===== src/common/aocr_map.svh =====
// Register map of the output configuration bank: offsets, fields, resets.
// Assumes an 8-bit register address and 8-bit data from the serial port.
`ifndef AOCR_MAP_SVH
`define AOCR_MAP_SVH
`define AOCR_OFS_DATA_OUT   8'h14
`define AOCR_OFS_DRIVE      8'h15
`define AOCR_OFS_CLK_PHASE  8'h16
`define AOCR_OFS_DELAY      8'h17
`define AOCR_OFS_RANGE      8'h18
`define AOCR_OFS_OVR        8'h2a
`define AOCR_OFS_UPDATE     8'hff
`define AOCR_RST_DATA_OUT   8'h00
`define AOCR_RST_DRIVE      8'h00
`define AOCR_RST_CLK_PHASE  8'h03
`define AOCR_RST_DELAY      8'h00
`define AOCR_RST_RANGE      8'h00
`define AOCR_RST_OVR        8'h01
`define AOCR_MSK_DATA_OUT   8'h1f
`define AOCR_MSK_DRIVE      8'h0f
`define AOCR_MSK_CLK_PHASE  8'h80
`define AOCR_MSK_DELAY      8'h9f
`define AOCR_MSK_RANGE      8'h1f
`define AOCR_MSK_OVR        8'h03
`define AOCR_MSK_UPDATE     8'h01
`define AOCR_BIT_INVERT     2
`define AOCR_BIT_DDR        3
`define AOCR_BIT_OUT_DIS    4
`define AOCR_BIT_COARSE     3
`define AOCR_BIT_CLK_INV    7
`define AOCR_BIT_DLY_BYP    7
`define AOCR_BIT_OVR_EN     0
`define AOCR_BIT_OVR_POS    1
`define AOCR_BIT_COMMIT     0
`endif


===== src/common/aocr_pkg.sv =====
// Types shared by the output configuration bank.
// Assumes aocr_map.svh supplies offsets and field positions.
package aocr_pkg;
  typedef enum logic [1:0] {
    AOCR_FMT_OFFSET_BIN,
    AOCR_FMT_TWOS_COMP,
    AOCR_FMT_GRAY,
    AOCR_FMT_RESERVED
  } aocr_fmt_e;
  typedef logic [7:0] aocr_byte_t;
endpackage : aocr_pkg


===== src/aocr_regs.sv =====
// Output configuration register bank with staged and active copies.
// Assumes the serial port logic delivers one-cycle write strobes and
// samples read data combinationally, all on clk.
// Operation
// - Format code 00 offset binary, 01 twos complement, 10 Gray; reset 00
// - Invert bit 1 inverts output data word; 0 passes it
// - DDR bit 1 selects double data rate; 0 single rate
// - Output disable bit 0 enables drivers; 1 disables them
// - Clock phase MSB 1 inverts output clock polarity
// - Delay register top bit 0 enables delay, 1 bypasses it
// - Five-bit delay amount; all ones is maximum 3.2 ns
// - Five-bit signed range trim; 00000 nominal, 10000 min, 01111 max
// - Overrange bit 0 enables indicator, reset on
// - Overrange bit 1 picks pin pair, only in DDR mode
// - Coarse drive bit 0 gives 3.5 mA, 1 gives 2.0 mA
// - Fine drive codes 001..111 step 3.50 down to 2.00 mA
// - Writes take effect only when commit bit copies staged to active
`include "aocr_map.svh"
module aocr_regs
  import aocr_pkg::*;
(
  // Clock and reset
  input  wire logic       clk,
  input  wire logic       rst,
  // Register access from serial port
  input  wire logic       wr_en,
  input  wire logic [7:0] wr_addr,
  input  wire logic [7:0] wr_data,
  input  wire logic [7:0] rd_addr,
  output logic      [7:0] rd_data,
  // Active output configuration
  output aocr_fmt_e       data_format,
  output logic            data_invert,
  output logic            ddr_mode,
  output logic            out_drv_en,
  output logic            clk_invert,
  output logic            delay_enable,
  output logic      [4:0] delay_amount,
  output logic      [4:0] range_trim,
  output logic            ovr_enable,
  output logic            ovr_alt_pins,
  output logic            drive_reduced,
  output logic      [2:0] drive_fine
);

  // Staged (master) and active (slave) copies, six registers each
  aocr_byte_t stage [6];
  aocr_byte_t act   [6];
  aocr_byte_t next_stage [6];
  aocr_byte_t next_act   [6];

  // Next values of the field outputs
  aocr_fmt_e  next_data_format;
  logic       next_data_invert;
  logic       next_ddr_mode;
  logic       next_out_drv_en;
  logic       next_clk_invert;
  logic       next_delay_enable;
  logic [4:0] next_delay_amount;
  logic [4:0] next_range_trim;
  logic       next_ovr_enable;
  logic       next_ovr_alt_pins;
  logic       next_drive_reduced;
  logic [2:0] next_drive_fine;

  function automatic logic [2:0] idx_of(input logic [7:0] a);
    unique case (a)
      `AOCR_OFS_DATA_OUT:  idx_of = 3'd0;
      `AOCR_OFS_DRIVE:     idx_of = 3'd1;
      `AOCR_OFS_CLK_PHASE: idx_of = 3'd2;
      `AOCR_OFS_DELAY:     idx_of = 3'd3;
      `AOCR_OFS_RANGE:     idx_of = 3'd4;
      `AOCR_OFS_OVR:       idx_of = 3'd5;
      default:             idx_of = 3'd7;
    endcase
  endfunction : idx_of

  function automatic aocr_byte_t mask_of(input logic [2:0] i);
    unique case (i)
      3'd0:    mask_of = `AOCR_MSK_DATA_OUT;
      3'd1:    mask_of = `AOCR_MSK_DRIVE;
      3'd2:    mask_of = `AOCR_MSK_CLK_PHASE;
      3'd3:    mask_of = `AOCR_MSK_DELAY;
      3'd4:    mask_of = `AOCR_MSK_RANGE;
      3'd5:    mask_of = `AOCR_MSK_OVR;
      default: mask_of = 8'h00;
    endcase
  endfunction : mask_of

  function automatic aocr_byte_t rst_of(input int i);
    unique case (i)
      0:       rst_of = `AOCR_RST_DATA_OUT;
      1:       rst_of = `AOCR_RST_DRIVE;
      2:       rst_of = `AOCR_RST_CLK_PHASE;
      3:       rst_of = `AOCR_RST_DELAY;
      4:       rst_of = `AOCR_RST_RANGE;
      default: rst_of = `AOCR_RST_OVR;
    endcase
  endfunction : rst_of

  // Reset image of one register, fixed-zero bits already cleared
  function automatic aocr_byte_t rst_val(input int i);
    rst_val = rst_of(i) & mask_of(3'(i));
  endfunction : rst_val

  logic [2:0] widx;
  logic       commit;

  // Staging group: host writes land here at once
  always_comb begin
    widx = idx_of(wr_addr);
    for (int i = 0; i < 6; i++) begin
      if (rst) begin
        next_stage[i] = rst_val(i);
      end else if (wr_en && widx == 3'(i)) begin
        // Fixed-zero bits never store
        next_stage[i] = wr_data & mask_of(3'(i));
      end else begin
        next_stage[i] = stage[i];
      end
    end
  end

  always_ff @(posedge clk) begin
    for (int i = 0; i < 6; i++) begin
      stage[i] <= next_stage[i];
    end
  end

  // Active group: moves only on commit or reset, so a half-written setup
  // never reaches the output path
  always_comb begin
    // Commit bit is self-clearing, so the update register holds nothing
    commit = wr_en && (wr_addr == `AOCR_OFS_UPDATE)
             && wr_data[`AOCR_BIT_COMMIT];
    for (int i = 0; i < 6; i++) begin
      if (rst) begin
        next_act[i] = rst_val(i);
      end else if (commit) begin
        // Whole staged copy moves; a write in the same cycle waits
        next_act[i] = stage[i];
      end else begin
        next_act[i] = act[i];
      end
    end
  end

  always_ff @(posedge clk) begin
    for (int i = 0; i < 6; i++) begin
      act[i] <= next_act[i];
    end
  end

  // Readback shows the staged copy, so the host can check before commit
  logic [2:0] ridx;
  always_comb begin
    ridx = idx_of(rd_addr);
    if (ridx < 3'd6) begin
      rd_data = stage[ridx] & mask_of(ridx);
    end else begin
      rd_data = 8'h00;
    end
  end

  // Field outputs are flops fed from the next active copy, so they
  // move on the commit edge together with the slave copy
  // Data word group
  always_comb begin
    next_data_format = aocr_fmt_e'(next_act[0][1:0]);
    next_data_invert = next_act[0][`AOCR_BIT_INVERT];
    next_ddr_mode    = next_act[0][`AOCR_BIT_DDR];
    next_out_drv_en  = ~next_act[0][`AOCR_BIT_OUT_DIS];
  end

  always_ff @(posedge clk) begin
    data_format <= next_data_format;
    data_invert <= next_data_invert;
    ddr_mode    <= next_ddr_mode;
    out_drv_en  <= next_out_drv_en;
  end

  // Clock and delay group
  always_comb begin
    next_clk_invert   = next_act[2][`AOCR_BIT_CLK_INV];
    next_delay_enable = ~next_act[3][`AOCR_BIT_DLY_BYP];
    next_delay_amount = next_act[3][4:0];
  end

  always_ff @(posedge clk) begin
    clk_invert   <= next_clk_invert;
    delay_enable <= next_delay_enable;
    delay_amount <= next_delay_amount;
  end

  // Drive and range group
  always_comb begin
    next_drive_reduced = next_act[1][`AOCR_BIT_COARSE];
    next_drive_fine    = next_act[1][2:0];
    next_range_trim    = next_act[4][4:0];
  end

  always_ff @(posedge clk) begin
    drive_reduced <= next_drive_reduced;
    drive_fine    <= next_drive_fine;
    range_trim    <= next_range_trim;
  end

  // Overrange group
  always_comb begin
    next_ovr_enable   = next_act[5][`AOCR_BIT_OVR_EN];
    // Pin pair choice is meaningless in single rate mode
    next_ovr_alt_pins = next_act[0][`AOCR_BIT_DDR]
                        & next_act[5][`AOCR_BIT_OVR_POS];
  end

  always_ff @(posedge clk) begin
    ovr_enable   <= next_ovr_enable;
    ovr_alt_pins <= next_ovr_alt_pins;
  end

endmodule : aocr_regs


===== config.mk =====
export PLATFORM = sky130hd
export DESIGN_NAME = aocr_regs
export DESIGN_NICKNAME = d
export VERILOG_FILES = /design/src/common/aocr_pkg.sv /design/src/aocr_regs.sv
export VERILOG_INCLUDE_DIRS = /design/src /design/src/common
export SDC_FILE = /design/constraint.sdc
export NUM_CORES = 1
export LEC_CHECK = 0
export BUFFER_PORTS_ARGS = -buffer_cell sky130_fd_sc_hd__buf_2
export CORE_MARGIN = 2
export CORE_UTILIZATION = 52
export DETAILED_ROUTE_END_ITERATION = 16
export PLACE_DENSITY = 0.77
export SLEW_MARGIN = 40
export SYNTH_ARGS = -nofsm -noshare
export SYNTH_HDL_FRONTEND = slang
export SYNTH_SLANG_ARGS = --single-unit

===== constraint.sdc =====
create_clock -name clk -period 2 [get_ports clk]
set_clock_uncertainty 0.15 [all_clocks]
set_input_delay 0.1 -clock clk [delete_from_list [all_inputs] [get_ports clk]]
set_output_delay 0.1 -clock clk [all_outputs]
set_load 0.1 [all_outputs]

==> results of run 1 <==
==> routing by layer <==
layer  vias to the layer above  wire, um  share of wire [%]  global-route usage (%)
li1                        913         -                  -                       -
met1                       882      2260                 44                    26.7
met2                        60      2610                 50                    41.6
met3                         4       264                5.1                    4.38
met4                         0        36               0.70                    6.13
met5                         -         0                  0                       0
==> logic make-up after synthesis <==
logic type,count (synthesis)
compound gates,20
buf+inv,24
flops,49
mux,46
other cells,1
simple gates,85
==> worst max-delay path by stage <==
stage                           from  cells past startpoint         end  slack (ns)
after floorplan           rd_addr[4]                      4  rd_data[2]       -0.63
after global placement    rd_addr[4]                      6  rd_data[1]        0.02
after detailed placement  rd_addr[4]                      6  rd_data[1]       0.004
after CTS                 rd_addr[4]                      7  rd_data[4]        0.02
after global routing      rd_addr[4]                      7  rd_data[4]      -0.005
final                     rd_addr[4]                      7  rd_data[4]        0.05
==> what timing repair did <==
item / CTS / global route
setup buffers: 2 / 1
hold endpoints to repair: 18 / 0
gates resized for setup: 2 / 9
cloned: 0 / 0
setup endpoints to repair: 1 / 4
pin swaps: 1 / 3
hold buffers: 5 / 0
==> layout make-up <==
type / count / area share [%]
inverter: 6 / 0.774
clock inverter: 1 / 1.03
timing repair buffer: 74 / 19.3
tap: 50 / 2.15
multi-input combinational: 153 / 40.1
clock buffer: 7 / 2.97
sequential: 49 / 33.7
==> flip-flops by register name, summed over array words and instances (netlist names) <==
register       cells
delay_enable       1
clk_invert         1
range_trim         5
stage             23
drive_fine         2
act                9
drive_reduced      1
ovr_alt_pins       1
delay_amount       4
data_format        1
out_drv_en         1
==> cells in the final DEF, fill, tap and decap left out, types with 6 or more instances in the layout <==
master    count
dfxtp_1      49
buf_2        46
mux2i_1      45
nor2_1       44
buf_4        13
buf_12        8
nand3_1       7
inv_1         6
nand4_1       6
clkbuf_8      6
==> power by group through the flow <==
stage	Clock, mW	Sequential, mW	Combinational, mW
floorplan	0	0.999	0.0561
global placement	0	0.999	0.110
detailed placement	0	0.999	0.112
CTS	0.739	0.976	0.121
global route	0.778	0.976	0.137
finish	0.730	0.976	0.129
==> worst register-to-register path, delay by kind of cell, from the launching register on <==
family	cells	cell delay, ns
simple gates	1	0.12
flops	1	0.32
compound gates	1	0.26
==> metrics, run 1 <==
status=finished, final reports clean; leading area contributor after synthesis=dfxtp_1; count leader, synth=dfxtp_1; VDD IR max=0.415 mV; drc violations=0; Final Hold Viols=0; largest net degree at the start of global routing=33; Min-Delay Path Depth=2; Synth top cells by count=49 x dfxtp_1, 46 x mux2i_1, 44 x nor2_1; Tot Pwr=1.83 mW; Hold Path Class=in -> reg; Setup WS post-layout=0.0485 ns; DPL Wire Length=3.53 mm; Setup CP Type=in -> out; syn avg cell area=9.70 sq um; CP peak stage delay=0.53 ns; setup TNS=0 ns; CTS tree=built; Pins Over Slew Limit=0; FF-to-FF End=act[5][0]; ant diodes=0; Worst EP arrival=1.70 ns; Buf+Inv Stages, Crit Path=3; cell area after layout=2910 sq um; P_sw=0.404 mW; critical path, cell by cell=buf_6, or4_4, a22oi_2, buf_4, mux2i_4, o21ai_4, buf_12; hold path startpoint=rst; CTS clk-pin slew, worst paths=0.09 ns; FF-to-FF setup slack=1.06 ns; Internal Power=1.43 mW; multiplexer share of the synthesized area=21.1%; Most used DFF post-synth=dfxtp_1; IO Pins=58; Detailed Route WL=5.17 mm; Final GP Congestion=0.877; fin crit share=97.6%; Gate Count Post-Synth=225; main combinational cell family by area after synthesis=multiplexers; initial antenna violation count=0; drt wl/cell=15.2 um; EDFF count, synth=0; die area=4730 sq um; Logic pwr share=7.0%; Clock power frac=39.8%; hold worst-path end=stage[3][7]; Flop pwr share=53.2%; fraction of layout cells with a size suffix above 1=31.7%; layout net count=316; dpl ws=0.00442 ns; Seq/Total Area, Yosys=45.0%; fin util=72.2%; FF-to-FF Start=act[5][0]; CP delay by family, top=simple AND/OR/NAND/NOR gates; clock sinks=49; Startpoint Class=input port; Peak Freq=0.512 GHz; antenna-violating nets left=0; via count=1859; GR Overflow Total=0; footprint of the multi-input gates=1170 sq um; first-pass GRT wire length=7.94 mm; PD cells=630 nW/um^2; Required @ worst endpoint=1.75 ns; clk buf depth=2; fillcell total=296; post-synthesis compound-gate area fraction=6.65%; core area=4030 sq um; Tmin final=1.95 ns; Post-Synth XOR/XNOR Area=0%; Pre-antenna DRT Iters=5; Reg area=981 sq um; Inserted Clock Buffers=5; placed cells=324; Crit. End Element=primary output; sw frac=22.0%; Area growth syn-to-layout=33.4%; Max-Cap Viols=0; yosys warns=0; fin cells=340; synth unique cells=37; Initial Util=54.2%; height of the chip=68.8 um; Synth top area share=45.0%; R2R cell count=2; buffers added on ports=53; Max H-tree Level=2; dpl cell area=2660 sq um; leading post-synthesis cells by cell area=dfxtp_1 45%, mux2i_1 21%, nor2_1 7.6%; hold_ws=0.00439 ns; final setup vio count=0; Synth Register Bits=49; Crit-path slowest cell=or4_4; simple-gate share of the synthesized area=20.7%; Initial DRC Count=113; Site Rows=23; vias in the first global route=1783; CTS root buf=clkbuf_8; mean number of vias per cell=5.47; Overall Global Routing Usage=22.6%; async set-reset flop share out of synthesis=0%; clk_lat worst skew=0.30 ns; leakage=1.23 nW; synthesized area=2180 sq um; die span in x=68.8 um; CP max FO=4; Synth Area in Adders=0%
Power figures use the tool's default switching activity.
==> run 2, diff against run 1 <==
- RECOVER_POWER: default -> 25
- TNS_END_PERCENT: default -> 100
==> metrics, run 2 (synthesis results as in run 1) <==
status=finished, final reports clean; final setup vio count=0; Buf+Inv Stages, Crit Path=3; Max H-tree Level=2; Flop pwr share=53.2%; fraction of layout cells with a size suffix above 1=30.7%; Area growth syn-to-layout=32.4%; fin cells=340; Initial Util=54.2%; layout net count=316; Min-Delay Path Depth=2; Required @ worst endpoint=1.75 ns; Slew @ Worst Pin=0.815 ns; fin crit share=97.2%; clock sinks=49; mean number of vias per cell=5.41; Internal Power=1.43 mW; largest net degree at the start of global routing=33; cell area after layout=2890 sq um; Startpoint Class=input port; CTS root buf=clkbuf_8; first-pass GRT wire length=7.94 mm; Initial DRC Count=119; FF-to-FF Start=act[5][0]; FF-to-FF setup slack=1.03 ns; initial antenna violation count=0; Setup WS post-layout=0.0566 ns; Slew HR=45.7%; Pins Over Slew Limit=0; Logic pwr share=7.0%; clk buf depth=2; biggest regs=stage (23), act (9), range_trim (5); drc violations=0; hold_ws=0.00399 ns; most frequent cells in the layout=49 x dfxtp_1, 45 x mux2i_1, 44 x nor2_1, 44 x buf_2, 12 x buf_4; Final Hold Viols=0; Worst EP arrival=1.69 ns; CP delay by family, top=simple AND/OR/NAND/NOR gates; buffers added on ports=53; dpl ws=0.00442 ns; IO Pins=58; Final GP Congestion=0.877; Max-Cap Viols=0; CP peak stage delay=0.53 ns; Inserted Clock Buffers=5; dpl cell area=2660 sq um; CTS tree=built; Reg with most FFs=stage; height of the chip=68.8 um; GR Overflow Total=0; vias in the first global route=1783; sw frac=22.0%; P_sw=0.403 mW; placed cells=324; Tot Pwr=1.83 mW; Clock power frac=39.8%; Detailed Route WL=5.16 mm; Tmin final=1.94 ns; Pre-antenna DRT Iters=4; antenna-violating nets left=0; critical path, cell by cell=buf_6, or4_4, a22oi_2, buf_4, mux2i_4, o21ai_4, buf_12; Hold Path Class=in -> reg; Crit-path slowest cell=or4_4; Setup CP Type=in -> out; leakage=1.22 nW; core area=4030 sq um; Peak Freq=0.515 GHz; drt wl/cell=15.2 um; CTS clk-pin slew, worst paths=0.09 ns; VDD IR max=0.415 mV; die span in x=68.8 um; hold worst-path end=stage[3][7]; Overall Global Routing Usage=22.6%; via count=1839; Site Rows=23; ant diodes=0; PD cells=635 nW/um^2; DPL Wire Length=3.53 mm; R2R cell count=2; Crit. End Element=primary output; hold path startpoint=rst; commonest non-fill, non-tap cell in the layout=dfxtp_1; CP max FO=4; die area=4730 sq um; clk_lat worst skew=0.30 ns; FF-to-FF End=act[5][0]; max reg flops=23
-- run 2: timing repair --
item,in CTS,in global routing
hold endpoints to repair,18,0
buffers inserted,2,1
hold buffers,5,0
pin swaps,1,3
setup endpoints to repair,1,4
resized for setup,2,9
-- run 2: through the flow --
stage	setup TNS [ns]	util, %
after global placement	0	66.1
after CTS	0	70.9
after detailed placement	0	66.1
final	0	71.7
after floorplan	-0.685	-
after global routing	-0.00861	71.7
-- run 2: how the worst max path moves through the flow --
stage | end | slack [ns] | cells after the start | from
after global placement | rd_data[1] | 0.02 | 6 | rd_addr[4]
after detailed placement | rd_data[1] | 0.004 | 6 | rd_addr[4]
final | rd_data[4] | 0.06 | 7 | rd_addr[4]
after global routing | rd_data[4] | -0.005 | 7 | rd_addr[4]
after floorplan | rd_data[2] | -0.63 | 4 | rd_addr[4]
after CTS | rd_data[4] | 0.02 | 7 | rd_addr[4]
-- run 2: worst register-to-register path: stages, from the launching register on --
cell     delay (ns)
dfxtp_1        0.31
nor2b_1        0.12
a211o_1        0.28
-- run 2: area by class of cell --
cell class / count / area (sq um)
Clock buffer: 7 / 86.3
Inverter: 6 / 22.5
Fill cell: 300 / 1140
Sequential cell: 49 / 981
Timing Repair Buffer: 74 / 539
Multi-Input combinational cell: 153 / 1170
Tap cell: 50 / 62.6
Clock inverter: 1 / 30.0
-- run 2: routing by layer --
| layer | vias to the layer above | part of all wire, % | track usage [%] | wire (um) |
|---|---|---|---|---|
| met2 | 51 | 51 | 41.6 | 2610 |
| met3 | 4 | 4.5 | 4.38 | 233 |
| met4 | 0 | 0.70 | 6.13 | 36 |
| li1 | 908 | - | - | - |
| met1 | 876 | 44 | 26.7 | 2280 |
| met5 | - | 0 | 0 | 0 |
-- run 2: power by group through the flow --
| stage | combinational [mW] | sequential [mW] | clock [mW] |
|---|---|---|---|
| final | 0.128 | 0.976 | 0.729 |
| after global routing | 0.137 | 0.976 | 0.778 |
| after CTS | 0.121 | 0.976 | 0.739 |
| after detailed placement | 0.112 | 0.999 | 0 |
| after global placement | 0.110 | 0.999 | 0 |
| after floorplan | 0.0561 | 0.999 | 0 |
==> run 3, diff against run 2 <==
- CORE_UTILIZATION: 52 -> 47
- PLACE_DENSITY: 0.77 -> 0.75
- clock period: 2 -> 1.7 ns (I/O delays scaled with it)
==> metrics, run 3 (synthesis results as in run 1) <==
status=finished with violations; violated checks=negative setup slack; first-pass GRT wire length=8.30 mm; Detailed Route WL=5.22 mm; Peak Freq=0.553 GHz; Startpoint Class=input port; leakage=1.28 nW; Logic pwr share=8.4%; height of the chip=72.1 um; commonest non-fill, non-tap cell in the layout=dfxtp_1; Max-Cap Viols=0; P_sw=0.444 mW; Worst EP arrival=1.57 ns; fraction of layout cells with a size suffix above 1=35.0%; antenna-violating nets left=0; Pins Over Slew Limit=0; drc violations=0; biggest regs=stage (23), act (9), range_trim (5); Overall Global Routing Usage=20.4%; via count=1849; Site Rows=24; clk buf depth=2; Pre-antenna DRT Iters=4; Slew @ Worst Pin=0.608 ns; ant diodes=0; Area growth syn-to-layout=38.4%; Crit. End Element=primary output; sw frac=22.4%; DPL Wire Length=3.82 mm; most frequent cells in the layout=49 x dfxtp_1, 45 x mux2i_1, 44 x nor2_1; CTS clk-pin slew, worst paths=0.08 ns; Max H-tree Level=2; Initial DRC Count=112; vias in the first global route=1678; Initial Util=49.4%; fin cells=355; fin crit share=106%; Final Hold Viols=0; layout net count=330; die area=5200 sq um; Clock power frac=33.7%; max reg flops=23; initial antenna violation count=0; largest net degree at the start of global routing=35; mean number of vias per cell=5.21; Inserted Clock Buffers=5; Internal Power=1.54 mW; CP max FO=5; Setup CP Type=in -> out; Hold Path Class=in -> reg; CTS tree=built; buffers added on ports=53; die span in x=72.1 um; core area=4410 sq um; Slew HR=59.4%; VDD IR max=0.517 mV; fin util=68.4%; placed cells=336; Flop pwr share=57.9%; clock sinks=49; Setup WS post-layout=-0.109 ns; Final GP Congestion=0.841; final setup vio count=6; Tmin final=1.81 ns; GR Overflow Total=0; clk_lat worst skew=0.29 ns; CTS root buf=clkbuf_8; IO Pins=58; PD cells=657 nW/um^2; fillcell total=319; RSZ-0062 raised after global routing=true; drt wl/cell=14.7 um; Required @ worst endpoint=1.46 ns; Reg with most FFs=stage
## run 3: changes by cell type in the layout (fill, tap and decap cells not counted), moves of 2 or more
| cell | before | now |
|---|---|---|
| buf_4 | 12 | 22 |
| o221ai_2 | 0 | 2 |
| o22ai_1 | 3 | 1 |
| nand3_2 | 0 | 2 |
| o22ai_2 | 0 | 2 |
| nand3_1 | 7 | 5 |
| buf_2 | 44 | 37 |
| clkbuf_2 | 1 | 9 |
## run 3: critical path: stages
cell,delay [ns]
buf_6,0.09
or4_4,0.54
a22oi_2,0.18
buf_6,0.16
o221ai_2,0.11
a31oi_4,0.20
buf_12,0.20
## run 3: path summary, 6_finish.rpt
kind	slack, ns	cells after the start	from	endpoint
setup / recovery	-0.11	7	rd_addr[4]	rd_data[1]
hold / removal	0.07	4	wr_addr[1]	stage[2][7]
setup reg to reg	0.75	2	act[5][0]	act[5][0]
hold reg to reg	0.34	2	range_trim[4]	range_trim[4]
## run 3: routing by layer
layer / part of all wire, % / track usage [%] / wire, um / vias up
met1: 46 / 26.2 / 2390 / 866
met4: 1.1 / 6.08 / 59 / 0
li1: - / - / - / 935
met3: 4.0 / 3.89 / 210 / 7
met5: 0 / 0 / 0 / -
met2: 49 / 34.8 / 2560 / 41
## run 3: area by class of cell
| type | instances | area (sq um) | share of cell area, % |
|---|---|---|---|
| Timing Repair Buffer | 88 | 668 | 22.1 |
| Inverter | 6 | 22.5 | 0.746 |
| Clock buffer | 7 | 86.3 | 2.86 |
| Tap cell | 52 | 65.1 | 2.15 |
| Sequential cell | 49 | 981 | 32.5 |
| Multi-Input combinational cell | 153 | 1200 | 39.6 |
## run 3: per-stage QoR
step	instance area (sq um)	hold slack, ns	setup TNS, ns	setup slack [ns]	power, mW
global route	3020	0.0934	-1.96	-0.163	2.05
global placement	2820	0.195	-0.861	-0.232	1.32
finish	3020	0.0680	-0.403	-0.109	1.98
CTS	3010	0.0571	-0.484	-0.130	2.00
detailed placement	2820	0.204	-1.17	-0.239	1.32
floorplan	2300	0.0552	-0.783	-0.261	1.24
## run 3: power groups by stage
stage                     Sequential, mW  Clock [mW]  Combinational (mW)
after global routing                1.15       0.721               0.178
after global placement              1.17           0               0.147
after CTS                           1.15       0.687               0.163
final                               1.15       0.669               0.167
after detailed placement            1.18           0               0.149
after floorplan                     1.17           0              0.0698
## run 3: what timing repair did
item / in CTS / in global routing
setup buffers: 1 / 4
cloned: 0 / 1
pin swaps: 2 / 7
endpoints found under the hold margin: 22 / 0
gates resized for setup: 9 / 6
endpoints found under the setup margin: 5 / 26
hold buffers: 6 / 0
